===== config.mk =====
export PLATFORM = sky130hd
export DESIGN_NAME = sfe_dev_flat
export DESIGN_NICKNAME = d
export VERILOG_FILES = /design/src/inc/sfe_pkg.sv /design/src/inc/sfe_link_if.sv /design/src/design/sfe_dev.sv /design/src/flat_wrapper.sv
export SDC_FILE = /design/constraint.sdc
export NUM_CORES = 1
export LEC_CHECK = 0
export BUFFER_PORTS_ARGS = -buffer_cell sky130_fd_sc_hd__buf_2
export CAP_MARGIN = 25
export CORE_MARGIN = 3
export CORE_UTILIZATION = 24
export DETAILED_ROUTE_END_ITERATION = 12
export HOLD_SLACK_MARGIN = 0.15
export SLEW_MARGIN = 20
export SYNTH_ARGS = -nofsm -noshare
export SYNTH_HDL_FRONTEND = slang
export SYNTH_SLANG_ARGS = --single-unit
export TNS_END_PERCENT = 50

===== constraint.sdc =====
create_clock -name core_clk -period 3.2 [get_ports core_clk]
set_clock_uncertainty 0.1 [all_clocks]
set_input_delay 0.32 -clock core_clk [delete_from_list [all_inputs] [get_ports core_clk]]
set_output_delay 0.32 -clock core_clk [all_outputs]
set_load 0.01 [all_outputs]

===== src/inc/sfe_pkg.sv =====
// Purpose: Shared constants and types
// Assumes: core_clk at 250 MHz
// Notes:   Times convert to cycles here
package sfe_pkg;
  // Core clock rate
  localparam int unsigned CORE_CLK_MHZ = 250;
  // Command codes
  localparam logic [7:0] CMD_LATCH_SET  = 8'h06;
  localparam logic [7:0] CMD_LATCH_CLR  = 8'h04;
  localparam logic [7:0] CMD_STATUS_RD  = 8'h05;
  localparam logic [7:0] CMD_PAGE_ERASE = 8'hdb;
  localparam logic [7:0] CMD_SUB_ERASE  = 8'h20;
  localparam logic [7:0] CMD_SECT_ERASE = 8'hd8;
  localparam logic [7:0] CMD_ALL_ERASE  = 8'hc7;
  localparam logic [7:0] CMD_SLEEP      = 8'hb9;
  localparam logic [7:0] CMD_WAKE       = 8'hab;
  // Frame lengths in serial clocks
  localparam logic [5:0] CODE_BITS   = 6'h08;
  localparam logic [5:0] STATUS_BITS = 6'h10;
  localparam logic [5:0] ADDR_BITS_F = 6'h20;
  localparam logic [5:0] CNT_BROKEN  = 6'h3f;
  // Status byte field positions
  localparam int unsigned ST_BUSY_BIT  = 0;
  localparam int unsigned ST_LATCH_BIT = 1;
  // Address widths and region shifts
  localparam int unsigned ADDR_W_LARGE = 18;
  localparam int unsigned ADDR_W_SMALL = 17;
  localparam int unsigned PAGE_SHIFT   = 8;
  localparam int unsigned SUB_SHIFT    = 12;
  localparam int unsigned SECT_SHIFT   = 16;
  // Self-timed durations
  localparam int unsigned PAGE_ERASE_TIME_US  = 10000;
  localparam int unsigned SUB_ERASE_TIME_US   = 150000;
  localparam int unsigned SECT_ERASE_TIME_US  = 1000000;
  localparam int unsigned ALL_ERASE_TIME_US   = 2000000;
  localparam int unsigned SLEEP_ENTRY_DELAY_NS = 3000;
  localparam int unsigned RESET_RECOVERY_DELAY_NS = 30000;
  localparam int unsigned RESET_PULSE_NS      = 100;
  localparam int unsigned LINK_HALF_NS        = 80;
  // Cycle counts
  localparam int unsigned PAGE_ERASE_CYC = PAGE_ERASE_TIME_US * CORE_CLK_MHZ;
  localparam int unsigned SUB_ERASE_CYC  = SUB_ERASE_TIME_US * CORE_CLK_MHZ;
  localparam int unsigned SECT_ERASE_CYC = SECT_ERASE_TIME_US * CORE_CLK_MHZ;
  localparam int unsigned ALL_ERASE_CYC  = ALL_ERASE_TIME_US * CORE_CLK_MHZ;
  localparam int unsigned SLEEP_ENTRY_CYC = (SLEEP_ENTRY_DELAY_NS * CORE_CLK_MHZ + 999) / 1000;
  localparam int unsigned RECOVERY_CYC   = (RESET_RECOVERY_DELAY_NS * CORE_CLK_MHZ + 999) / 1000;
  localparam int unsigned RESET_PULSE_CYC = (RESET_PULSE_NS * CORE_CLK_MHZ + 999) / 1000;
  localparam int unsigned LINK_HALF_CYC  = (LINK_HALF_NS * CORE_CLK_MHZ) / 1000;
  // Kind of erase under way
  typedef enum logic [1:0] {EK_PAGE, EK_SUB, EK_SECT, EK_ALL} sfe_erase_type;
endpackage


===== src/inc/sfe_link_if.sv =====
// Purpose: Serial link, host to sequencer
// Assumes: Released so reads high
// Notes:   The output enable is active low
interface sfe_link_if;
  logic select_n;       // Device select, low while framed
  logic sclk;           // Serial clock from the host
  logic serial_in_line; // Host to device data
  logic rst_pin_n;      // Hardware reset pin, active low
  logic so;             // Device data out
  logic so_oe_n;        // Device drives so while low
  logic so_line;        // Resolved wire level

  // Released wire reads as pulled high
  assign so_line = so_oe_n ? 1'b1 : so;

  modport dev  (input select_n, input sclk, input serial_in_line, input rst_pin_n,
                output so, output so_oe_n);
  modport host (output select_n, output sclk, output serial_in_line, output rst_pin_n,
                input so_line);
endinterface


===== src/design/sfe_dev.sv =====
// Purpose: Sequencer end: decodes frames, times erase cycles
// Assumes: Link pins are async, synced by two flip-flops
// Notes:   Array is outside; erase_done sets its region to ones

// Notes on behaviour
// RQ1: Page erase leaves every byte at ones
// RQ2: Erase accepted only with latch flag set
// RQ3: Erase frame is code plus three addresses
// RQ4: Any address selects its containing page
// RQ5: Select rising off bit thirty-two discards
// RQ6: Select rise starts the timed erase
// RQ7: Busy flag reads one during cycle
// RQ8: Latch flag cleared during every erase
// RQ9: Protected page is not erased
// RQ10: Erase during a running cycle rejected
// RQ11: Subsector erase refused when sector protected
// RQ12: Reset pin aborts subsector erase
// RQ13: Sector erase sets whole sector ones
// RQ14: Sector erase refused on hardware protection
// RQ15: Bulk and sleep frames are eight bits
// RQ16: Bulk erase refused if anything protected
// RQ17: Reset pin aborts bulk erase
// RQ18: Address bits above array are ignored
// RQ19: Sleep accepted only from standby
// RQ20: Sleep entered after entry delay, ignores erases
// RQ21: Host sends only release while asleep
// RQ22: Comes up awake; sleep during cycle rejected
// RQ23: Asleep, only release command is obeyed
// RQ24: Erase with clear latch silently discarded
module sfe_dev
#(
  parameter int unsigned ADDR_W   = sfe_pkg::ADDR_W_LARGE,
  parameter int unsigned PE_CYC   = sfe_pkg::PAGE_ERASE_CYC,
  parameter int unsigned SSE_CYC  = sfe_pkg::SUB_ERASE_CYC,
  parameter int unsigned SE_CYC   = sfe_pkg::SECT_ERASE_CYC,
  parameter int unsigned BE_CYC   = sfe_pkg::ALL_ERASE_CYC,
  parameter int unsigned DP_CYC   = sfe_pkg::SLEEP_ENTRY_CYC,
  localparam int unsigned NSECT   = 1 << (ADDR_W - sfe_pkg::SECT_SHIFT)
) (
  input  wire logic                core_clk,
  input  wire logic                rstn,
  sfe_link_if.dev                  link,
  input  wire logic [NSECT-1:0]    hw_prot,
  input  wire logic [NSECT-1:0]    sw_prot,
  output logic                     write_busy_flag,
  output logic                     write_latch_flag,
  output logic                     sleeping,
  output logic                     erase_start,
  output sfe_pkg::sfe_erase_type   erase_kind,
  output logic [ADDR_W-1:0]        erase_base,
  output logic                     erase_done,
  output logic                     erase_abort
);
  import sfe_pkg::*;

  typedef enum {S_IDLE, S_ERASE, S_DOZE, S_SLEEP} sfe_dstate_type;

  // Three-address erase code test
  function automatic logic is_erase3(input logic [7:0] c);
    is_erase3 = (c == CMD_PAGE_ERASE) || (c == CMD_SUB_ERASE) || (c == CMD_SECT_ERASE);
  endfunction

  // Pin synchronisers
  logic [1:0]     sel_s_q;          // Select
  logic [1:0]     clk_s_q;          // Serial clock
  logic [1:0]     din_s_q;          // Serial data in
  logic [1:0]     rst_s_q;          // Reset pin
  logic           sel_d1_q;         // Select, one cycle later
  logic           clk_d1_q;         // Serial clock, one cycle later
  // Frame capture
  logic [31:0]    shift_q;          // Bits received, newest in bit 0
  logic [5:0]     cnt_q;            // Clocks seen this frame
  logic           rd_q;             // Status read frame active
  logic [2:0]     rbit_q;           // Status bit being sent
  logic           so_q;             // Serial out level
  logic           so_oe_n_q;        // Serial out enable, active low
  // Sequencer
  sfe_dstate_type state_q;          // Power and cycle state
  logic [31:0]    timer_q;          // Cycle countdown

  assign link.so      = so_q;
  assign link.so_oe_n = so_oe_n_q;

  always_ff @(posedge core_clk) begin
    if (!rstn) begin
      sel_s_q <= 2'b11; clk_s_q <= 2'b00; din_s_q <= 2'b00; rst_s_q <= 2'b11;
      sel_d1_q <= 1'b1; clk_d1_q <= 1'b0;
    end else begin
      sel_s_q  <= {sel_s_q[0], link.select_n};
      clk_s_q  <= {clk_s_q[0], link.sclk};
      din_s_q  <= {din_s_q[0], link.serial_in_line};
      rst_s_q  <= {rst_s_q[0], link.rst_pin_n};
      sel_d1_q <= sel_s_q[1];
      clk_d1_q <= clk_s_q[1];
    end
  end

  // Edges seen in the core domain
  wire sel_n     = sel_s_q[1];
  wire pin_rst   = ~rst_s_q[1];
  wire sclk_rise = clk_s_q[1] & ~clk_d1_q & ~sel_n;
  wire sclk_fall = ~clk_s_q[1] & clk_d1_q & ~sel_n;
  wire sel_rise  = sel_n & ~sel_d1_q;
  wire sel_fall  = ~sel_n & sel_d1_q;

  // Decode of a frame ending at select rise
  wire [7:0]        op8      = shift_q[7:0];
  wire [7:0]        op32     = shift_q[31:24];
  wire              frame8   = (cnt_q == CODE_BITS);
  wire              frame32  = (cnt_q == ADDR_BITS_F);
  wire [ADDR_W-1:0] addr_m   = shift_q[ADDR_W-1:0]; // [RQ18]
  wire [ADDR_W-SECT_SHIFT-1:0] sec = addr_m[ADDR_W-1:SECT_SHIFT];
  wire              any_prot = |(hw_prot | sw_prot);
  wire              prot3    = (op32 == CMD_SECT_ERASE) ? hw_prot[sec]         // [RQ14]
                                                        : (hw_prot[sec] | sw_prot[sec]); // [RQ9] [RQ11]
  wire              go3      = sel_rise & frame32 & is_erase3(op32); // [RQ3] [RQ5]
  wire              go_all   = sel_rise & frame8 & (op8 == CMD_ALL_ERASE);     // [RQ15]
  wire              go_dp    = sel_rise & frame8 & (op8 == CMD_SLEEP);         // [RQ15]
  wire              go_wake  = sel_rise & frame8 & (op8 == CMD_WAKE);
  wire              go_set   = sel_rise & frame8 & (op8 == CMD_LATCH_SET);
  wire              go_clr   = sel_rise & frame8 & (op8 == CMD_LATCH_CLR);
  // Erase only with latch set, unprotected [RQ2] [RQ24] [RQ16]
  wire              start3   = go3 & write_latch_flag & ~prot3;
  wire              startall = go_all & write_latch_flag & ~any_prot;
  wire              rd_go    = sclk_rise & (cnt_q == CODE_BITS - 6'h01)
                               & ({shift_q[6:0], din_s_q[1]} == CMD_STATUS_RD);
  wire [7:0]        status   = {6'h00, write_latch_flag, write_busy_flag};

  // Region base: offset bits dropped [RQ4] [RQ13]
  wire sfe_erase_type kind3 = (op32 == CMD_PAGE_ERASE) ? EK_PAGE
                              : (op32 == CMD_SUB_ERASE) ? EK_SUB : EK_SECT;
  wire [ADDR_W-1:0] base3 = (kind3 == EK_PAGE) ? {addr_m[ADDR_W-1:PAGE_SHIFT], {PAGE_SHIFT{1'b0}}}
                          : (kind3 == EK_SUB)  ? {addr_m[ADDR_W-1:SUB_SHIFT], {SUB_SHIFT{1'b0}}}
                          : {addr_m[ADDR_W-1:SECT_SHIFT], {SECT_SHIFT{1'b0}}};
  wire [31:0]       cyc3  = (kind3 == EK_PAGE) ? PE_CYC : (kind3 == EK_SUB) ? SSE_CYC : SE_CYC;

  // Serial shift and clock count; a reset pulse breaks the frame
  always_ff @(posedge core_clk) begin
    if (!rstn) begin
      shift_q <= 32'h0; cnt_q <= 6'h00;
    end else if (pin_rst) begin
      cnt_q <= CNT_BROKEN;
    end else if (sel_fall) begin
      cnt_q <= 6'h00;
    end else if (sclk_rise) begin
      shift_q <= {shift_q[30:0], din_s_q[1]};
      if (cnt_q != CNT_BROKEN) cnt_q <= cnt_q + 6'h01;                         // [RQ5]
    end
  end

  // Status read: bits go out on sclk falls [RQ7]
  always_ff @(posedge core_clk) begin
    if (!rstn) begin
      rd_q <= 1'b0; rbit_q <= 3'h0; so_q <= 1'b0; so_oe_n_q <= 1'b1;
    end else begin
      so_oe_n_q <= ~(rd_q & ~sel_n);
      if (sel_n || pin_rst) begin
        rd_q <= 1'b0;
      end else if (rd_go && state_q != S_SLEEP && state_q != S_DOZE) begin
        rd_q <= 1'b1; rbit_q <= 3'h0;
      end else if (sclk_fall && rd_q) begin
        so_q   <= status[3'h7 - rbit_q];
        rbit_q <= rbit_q + 3'h1;
      end
    end
  end

  // Command sequencer and cycle timer
  always_ff @(posedge core_clk) begin
    erase_start <= 1'b0;
    erase_done  <= 1'b0;
    erase_abort <= 1'b0;
    if (!rstn) begin
      // Power-up lands in standby [RQ22]
      state_q <= S_IDLE; timer_q <= 32'h0; write_busy_flag <= 1'b0;
      write_latch_flag <= 1'b0; sleeping <= 1'b0; erase_kind <= EK_PAGE;
      erase_base <= '0;
    end else if (pin_rst) begin
      // Reset pin aborts any cycle [RQ12] [RQ17]
      if (state_q == S_ERASE) erase_abort <= 1'b1;
      state_q <= S_IDLE; write_busy_flag <= 1'b0; write_latch_flag <= 1'b0;
      sleeping <= 1'b0; timer_q <= 32'h0;
    end else begin
      case (state_q)
        S_IDLE: begin
          if (start3) begin
            // Latch cleared as the cycle starts [RQ6] [RQ8] [RQ1]
            state_q <= S_ERASE; write_busy_flag <= 1'b1; write_latch_flag <= 1'b0;
            timer_q <= cyc3; erase_kind <= kind3; erase_base <= base3; erase_start <= 1'b1;
          end else if (startall) begin
            state_q <= S_ERASE; write_busy_flag <= 1'b1; write_latch_flag <= 1'b0;   // [RQ6] [RQ8]
            timer_q <= BE_CYC; erase_kind <= EK_ALL; erase_base <= '0; erase_start <= 1'b1;
          end else if (go_dp) begin
            // Standby only; entry waits out the delay [RQ19] [RQ20]
            state_q <= S_DOZE; timer_q <= DP_CYC;
          end else if (go_set) begin
            write_latch_flag <= 1'b1;
          end else if (go_clr) begin
            write_latch_flag <= 1'b0;
          end
        end
        S_ERASE: begin
          // Every frame but a status read ignored until the cycle ends [RQ10] [RQ22]
          if (timer_q <= 32'h1) begin
            state_q <= S_IDLE; write_busy_flag <= 1'b0; erase_done <= 1'b1;     // [RQ7]
          end else begin
            timer_q <= timer_q - 32'h1;
          end
        end
        S_DOZE: begin
          if (timer_q <= 32'h1) begin
            state_q <= S_SLEEP; sleeping <= 1'b1;                               // [RQ20]
          end else begin
            timer_q <= timer_q - 32'h1;
          end
        end
        S_SLEEP: begin
          // Only the release frame is obeyed [RQ23] [RQ20]
          if (go_wake) begin
            state_q <= S_IDLE; sleeping <= 1'b0;
          end
        end
        default: state_q <= S_IDLE;
      endcase
    end
  end
endmodule


===== src/flat_wrapper.sv =====
// flat-port wrapper written by rule: the top's interface ports become plain ports
module sfe_dev_flat import sfe_pkg::*;
#(
  parameter int unsigned ADDR_W   = sfe_pkg::ADDR_W_LARGE,
  parameter int unsigned PE_CYC   = sfe_pkg::PAGE_ERASE_CYC,
  parameter int unsigned SSE_CYC  = sfe_pkg::SUB_ERASE_CYC,
  parameter int unsigned SE_CYC   = sfe_pkg::SECT_ERASE_CYC,
  parameter int unsigned BE_CYC   = sfe_pkg::ALL_ERASE_CYC,
  parameter int unsigned DP_CYC   = sfe_pkg::SLEEP_ENTRY_CYC,
  localparam int unsigned NSECT   = 1 << (ADDR_W - sfe_pkg::SECT_SHIFT)
)
  (core_clk, rstn, hw_prot, sw_prot, write_busy_flag, write_latch_flag, sleeping, erase_start, erase_kind, erase_base, erase_done, erase_abort, link_select_n, link_sclk, link_serial_in_line, link_rst_pin_n, link_so, link_so_oe_n);
  sfe_link_if link_i ();
  input  wire logic core_clk;
  input  wire logic rstn;
  input  wire logic [NSECT-1:0] hw_prot;
  input  wire logic [NSECT-1:0] sw_prot;
  output logic write_busy_flag;
  output logic write_latch_flag;
  output logic sleeping;
  output logic erase_start;
  output sfe_pkg::sfe_erase_type erase_kind;
  output logic [ADDR_W-1:0] erase_base;
  output logic erase_done;
  output logic erase_abort;
  input wire logic [$bits(link_i.select_n)-1:0] link_select_n;
  input wire logic [$bits(link_i.sclk)-1:0] link_sclk;
  input wire logic [$bits(link_i.serial_in_line)-1:0] link_serial_in_line;
  input wire logic [$bits(link_i.rst_pin_n)-1:0] link_rst_pin_n;
  output wire logic [$bits(link_i.so)-1:0] link_so;
  output wire logic [$bits(link_i.so_oe_n)-1:0] link_so_oe_n;
  assign link_i.select_n = link_select_n;
  assign link_i.sclk = link_sclk;
  assign link_i.serial_in_line = link_serial_in_line;
  assign link_i.rst_pin_n = link_rst_pin_n;
  assign link_so = link_i.so;
  assign link_so_oe_n = link_i.so_oe_n;
  sfe_dev #(.ADDR_W(ADDR_W), .PE_CYC(PE_CYC), .SSE_CYC(SSE_CYC), .SE_CYC(SE_CYC), .BE_CYC(BE_CYC), .DP_CYC(DP_CYC)) u_core (.core_clk(core_clk), .rstn(rstn), .link(link_i), .hw_prot(hw_prot), .sw_prot(sw_prot), .write_busy_flag(write_busy_flag), .write_latch_flag(write_latch_flag), .sleeping(sleeping), .erase_start(erase_start), .erase_kind(erase_kind), .erase_base(erase_base), .erase_done(erase_done), .erase_abort(erase_abort));
endmodule

==> out/metrics.yaml <==
die_y_um: 155.0
synth_top_area_cell: "dfxtp_1"
min_from: "rstn"
cp-end-kind: "flop"
min_path_cells: 2
hold_viol: 0
die_width_um: 155.0
grt_overflow: 0
grtUsageMet2: 0.1733
slew_headroom: 0.5069
clock_power_share: 0.218
slew_violations: 0
drive_above_1_share: 0.1465
antennaDiodeCount: 0
die_area_um2: 24030
grt_max_degree: 36
synth_cell_types: 71
p_int_w: 0.003056
area_growth_pct: 16.01
synth_area_per_cell_um2: 7.932
status: "finished clean"
r2r_slack_ns: 0.30
netSwitchingFraction: 0.4339
p_seq_frac: 0.282
crit_required_ns: 3.39
wire_per_inst_um: 14.15
synth_cells: 672
cts_resized: 0
antenna_found_initial: 0
clk_transition_reported_paths_ns: 0.08
drtAntennaViolNets: 0
grt_pass1_vias: 4533
synthArstFlopShare: 0
dp_hpwl_mm: 9.608
num_vias: 4859
ys_seq_area_frac: 0.3981
grt_pass1_wl_mm: 23.11
powerDensity_nw_per_um2: 873.1
cts_root_buffer: "clkbuf_16"
routed_wl_mm: 13.94
dp.cells: 965
finalCriticalPeriod_ns: 2.895
grt-busiest-layer: "met2"
pwr-share-comb: 0.500
synth_ff_type: "dfxtp_1"
critPathLaunchType: "flop"
worstMarginPinSlew_ns: 0.7330
tritoncts: "done"
finalWeightedCongestion: 0.8530
gr-usage-all-layers: 0.1159
cts_buffers: 9
cp_max_fo: 28
numPortBuffers: 33
grt_setup_unrepaired: "false"
fin_util: 0.2887
cts_max_level: 3
crit_arrival_ns: 3.08
fmax_ghz: 0.3454
core_um2: 21420
rows: 53
whs_endpoint: "u_core.rst_s_q[1]"
rr_startpoint: "u_core.cnt_q[0]"
gr-usage-met1: 0.1668
cts_sinks: 106
setup.worst_path.class: "reg -> reg"
setup_tns_ns: 0
rr_worst_depth: 10
yosys-top-cells-area: "dfxtp_1, nand2_1, a21oi_1, nor2_1, clkbuf_1"
leakage_nw: 2.239
clock_path_buffers: 2
postCtsSetupBuffers: 0
postSynthRegisterBits: 106
hold_class: "in -> reg"
yosys_warnings: 0
synth_top_area_share: 0.3981
synth_edf_count: 0
synth_area_um2: 5330
ioPinCount: 42
drt_iter0_drc: 342
avgViaCountPerCell: 4.933
final-setup-viol-count: 0
drc_errors: 0
final.period_utilization: 0.9048
r2r-end: "u_core.timer_q[21]"
switching_power_w: 0.002343
drtPass1Iterations: 5
clock_latency_ns: 0.36
fin_nets: 728
start_util: 0.2488
final_cell_count_no_fill: 985
grtUsageMet3: 0.02559
maxCapViolCount: 0
vdd_drop_max_mv: 0.3242
==> power groups by stage <==
| stage | clock network (W) | logic (W) | registers, W |
|---|---|---|---|
| 2_1_floorplan | 0 | 0.00185 | 0.00153 |
| 3_3_place_gp | 0 | 0.00265 | 0.00155 |
| 3_5_place_dp | 0 | 0.00265 | 0.00155 |
| 4_1_cts | 0.00121 | 0.00268 | 0.00152 |
| 5_1_grt | 0.00127 | 0.00299 | 0.00154 |
| 6_report | 0.00118 | 0.00270 | 0.00153 |
==> repair_timing <==
| item | 4_1_cts | 5_1_grt |
|---|---|---|
| setup endpoints to repair | 0 | 0 |
| endpoints found under the hold margin | 4 | 0 |
| hold buffers | 4 | 0 |
==> layout by cell type (no fill, tap or decap), drive strengths merged, types with 3 or more instances in the layout <==
master,count
nand3,18
dlygate4sd3,4
a22oi,3
nor3,23
a211o,3
or2,3
buf,60
or3,3
a31oi,10
and3,4
nor4,14
clkbuf,9
o21ai,32
nor2,46
ha,9
nand2b,12
nor4b,3
conb,8
and3b,3
o211ai,7
or4b,5
a22o,4
nand2,123
o32ai,3
o31ai,3
xnor2,5
a21oi,89
o22ai,3
inv,17
a211oi,6
and2,8
nand3b,4
dfxtp,106
nor2b,4
or4,8
nand4,9
mux2i,4
==> layer usage <==
| metal | up-vias | wire length [um] |
|---|---|---|
| li1 | 2451 | - |
| met2 | 127 | 6085 |
| met4 | 0 | 193 |
| met3 | 14 | 746 |
| met1 | 2267 | 6910 |
| met5 | - | 0 |
==> per-stage QoR <==
step | worst slack, ns | hold slack [ns] | area [um^2] | power, W
after floorplan | 0.5603 | 0.2714 | 5356 | 0.003382
after CTS | 0.2898 | 0.1786 | 6183 | 0.005409
after detailed placement | 0.3118 | 0.2917 | 5826 | 0.004205
after global placement | 0.3555 | 0.2911 | 5826 | 0.004199
after global routing | 0.08183 | 0.2027 | 6183 | 0.005800
final | 0.3047 | 0.1791 | 6183 | 0.005399
==> worst max-delay path: stages (launching register included) <==
cell      delay, ns
dfxtp_1        0.33
inv_1          0.11
ha_1           0.16
nand2b_1       0.06
or4_1          0.63
nor4_4         0.34
nor3_2         0.17
a211o_1        0.32
buf_4          0.23
a211o_1        0.25
a21oi_1        0.13
==> synthesized netlist by cell type, drive strengths merged (5+ instances only) <==
library cell,number
or4,8
a21oi,89
dfxtp,106
a211oi,6
a31oi,10
xnor2,5
inv,13
clkbuf,32
ha,9
nor2,46
nand4,9
o21ai,32
and2,8
or4b,5
nor4,14
nand2,123
nor3,23
nand2b,12
buf,17
o211ai,7
nand3,18
==> kinds of logic (layout without fill, tap and decap cells) <==
kind of cell | after synthesis | after routing | synth area share
buffers and inverters | 62 | 93 | 0.05704
xor gates and xnor gates | 7 | 7 | 0.01150
muxes | 6 | 6 | 0.01385
and+or+nand+nor | 299 | 299 | 0.2869
AOI/OAI and AO/OA | 182 | 182 | 0.2108
adders and majority gates | 9 | 9 | 0.02113
other | 1 | 8 | 0.0007035
DFF | 106 | 106 | 0.3981
==> layout make-up <==
| type | instances | area, um^2 |
|---|---|---|
| inverters | 13 | 48.80 |
| flip-flops and latches | 106 | 2122 |
| repair buffers | 64 | 420.4 |
| well taps | 275 | 344.1 |
| clock buffers | 9 | 225.2 |
| fillers | 2286 | 15240 |
| multi-input cells | 511 | 2930 |
| clock inverters | 7 | 92.59 |
==> sequential cells by signal, indices dropped and copies added, names as in the netlist, 2 cells and up <==
name               cells
u_core.state_q         2
u_core.cnt_q           6
u_core.din_s_q         2
u_core.shift_q        32
u_core.sel_s_q         2
u_core.timer_q        32
u_core.erase_kind      2
u_core.erase_base     10
u_core.rbit_q          3
u_core.clk_s_q         2
u_core.rst_s_q         2
==> how the worst max path moves through the flow <==
| stage | startpoint | endpoint | slack [ns] | depth (start not counted) |
|---|---|---|---|---|
| final | u_core.cnt_q[0] | u_core.timer_q[21] | 0.30 | 10 |
| after global routing | u_core.cnt_q[0] | u_core.timer_q[2] | 0.08 | 10 |
| after CTS | u_core.cnt_q[0] | u_core.timer_q[21] | 0.29 | 10 |
| after detailed placement | u_core.cnt_q[0] | u_core.timer_q[21] | 0.31 | 10 |
| after global placement | u_core.cnt_q[0] | u_core.timer_q[21] | 0.36 | 10 |
| after floorplan | u_core.cnt_q[0] | u_core.timer_q[5] | 0.56 | 9 |
No activity file was read; power rests on OpenSTA's default activity.
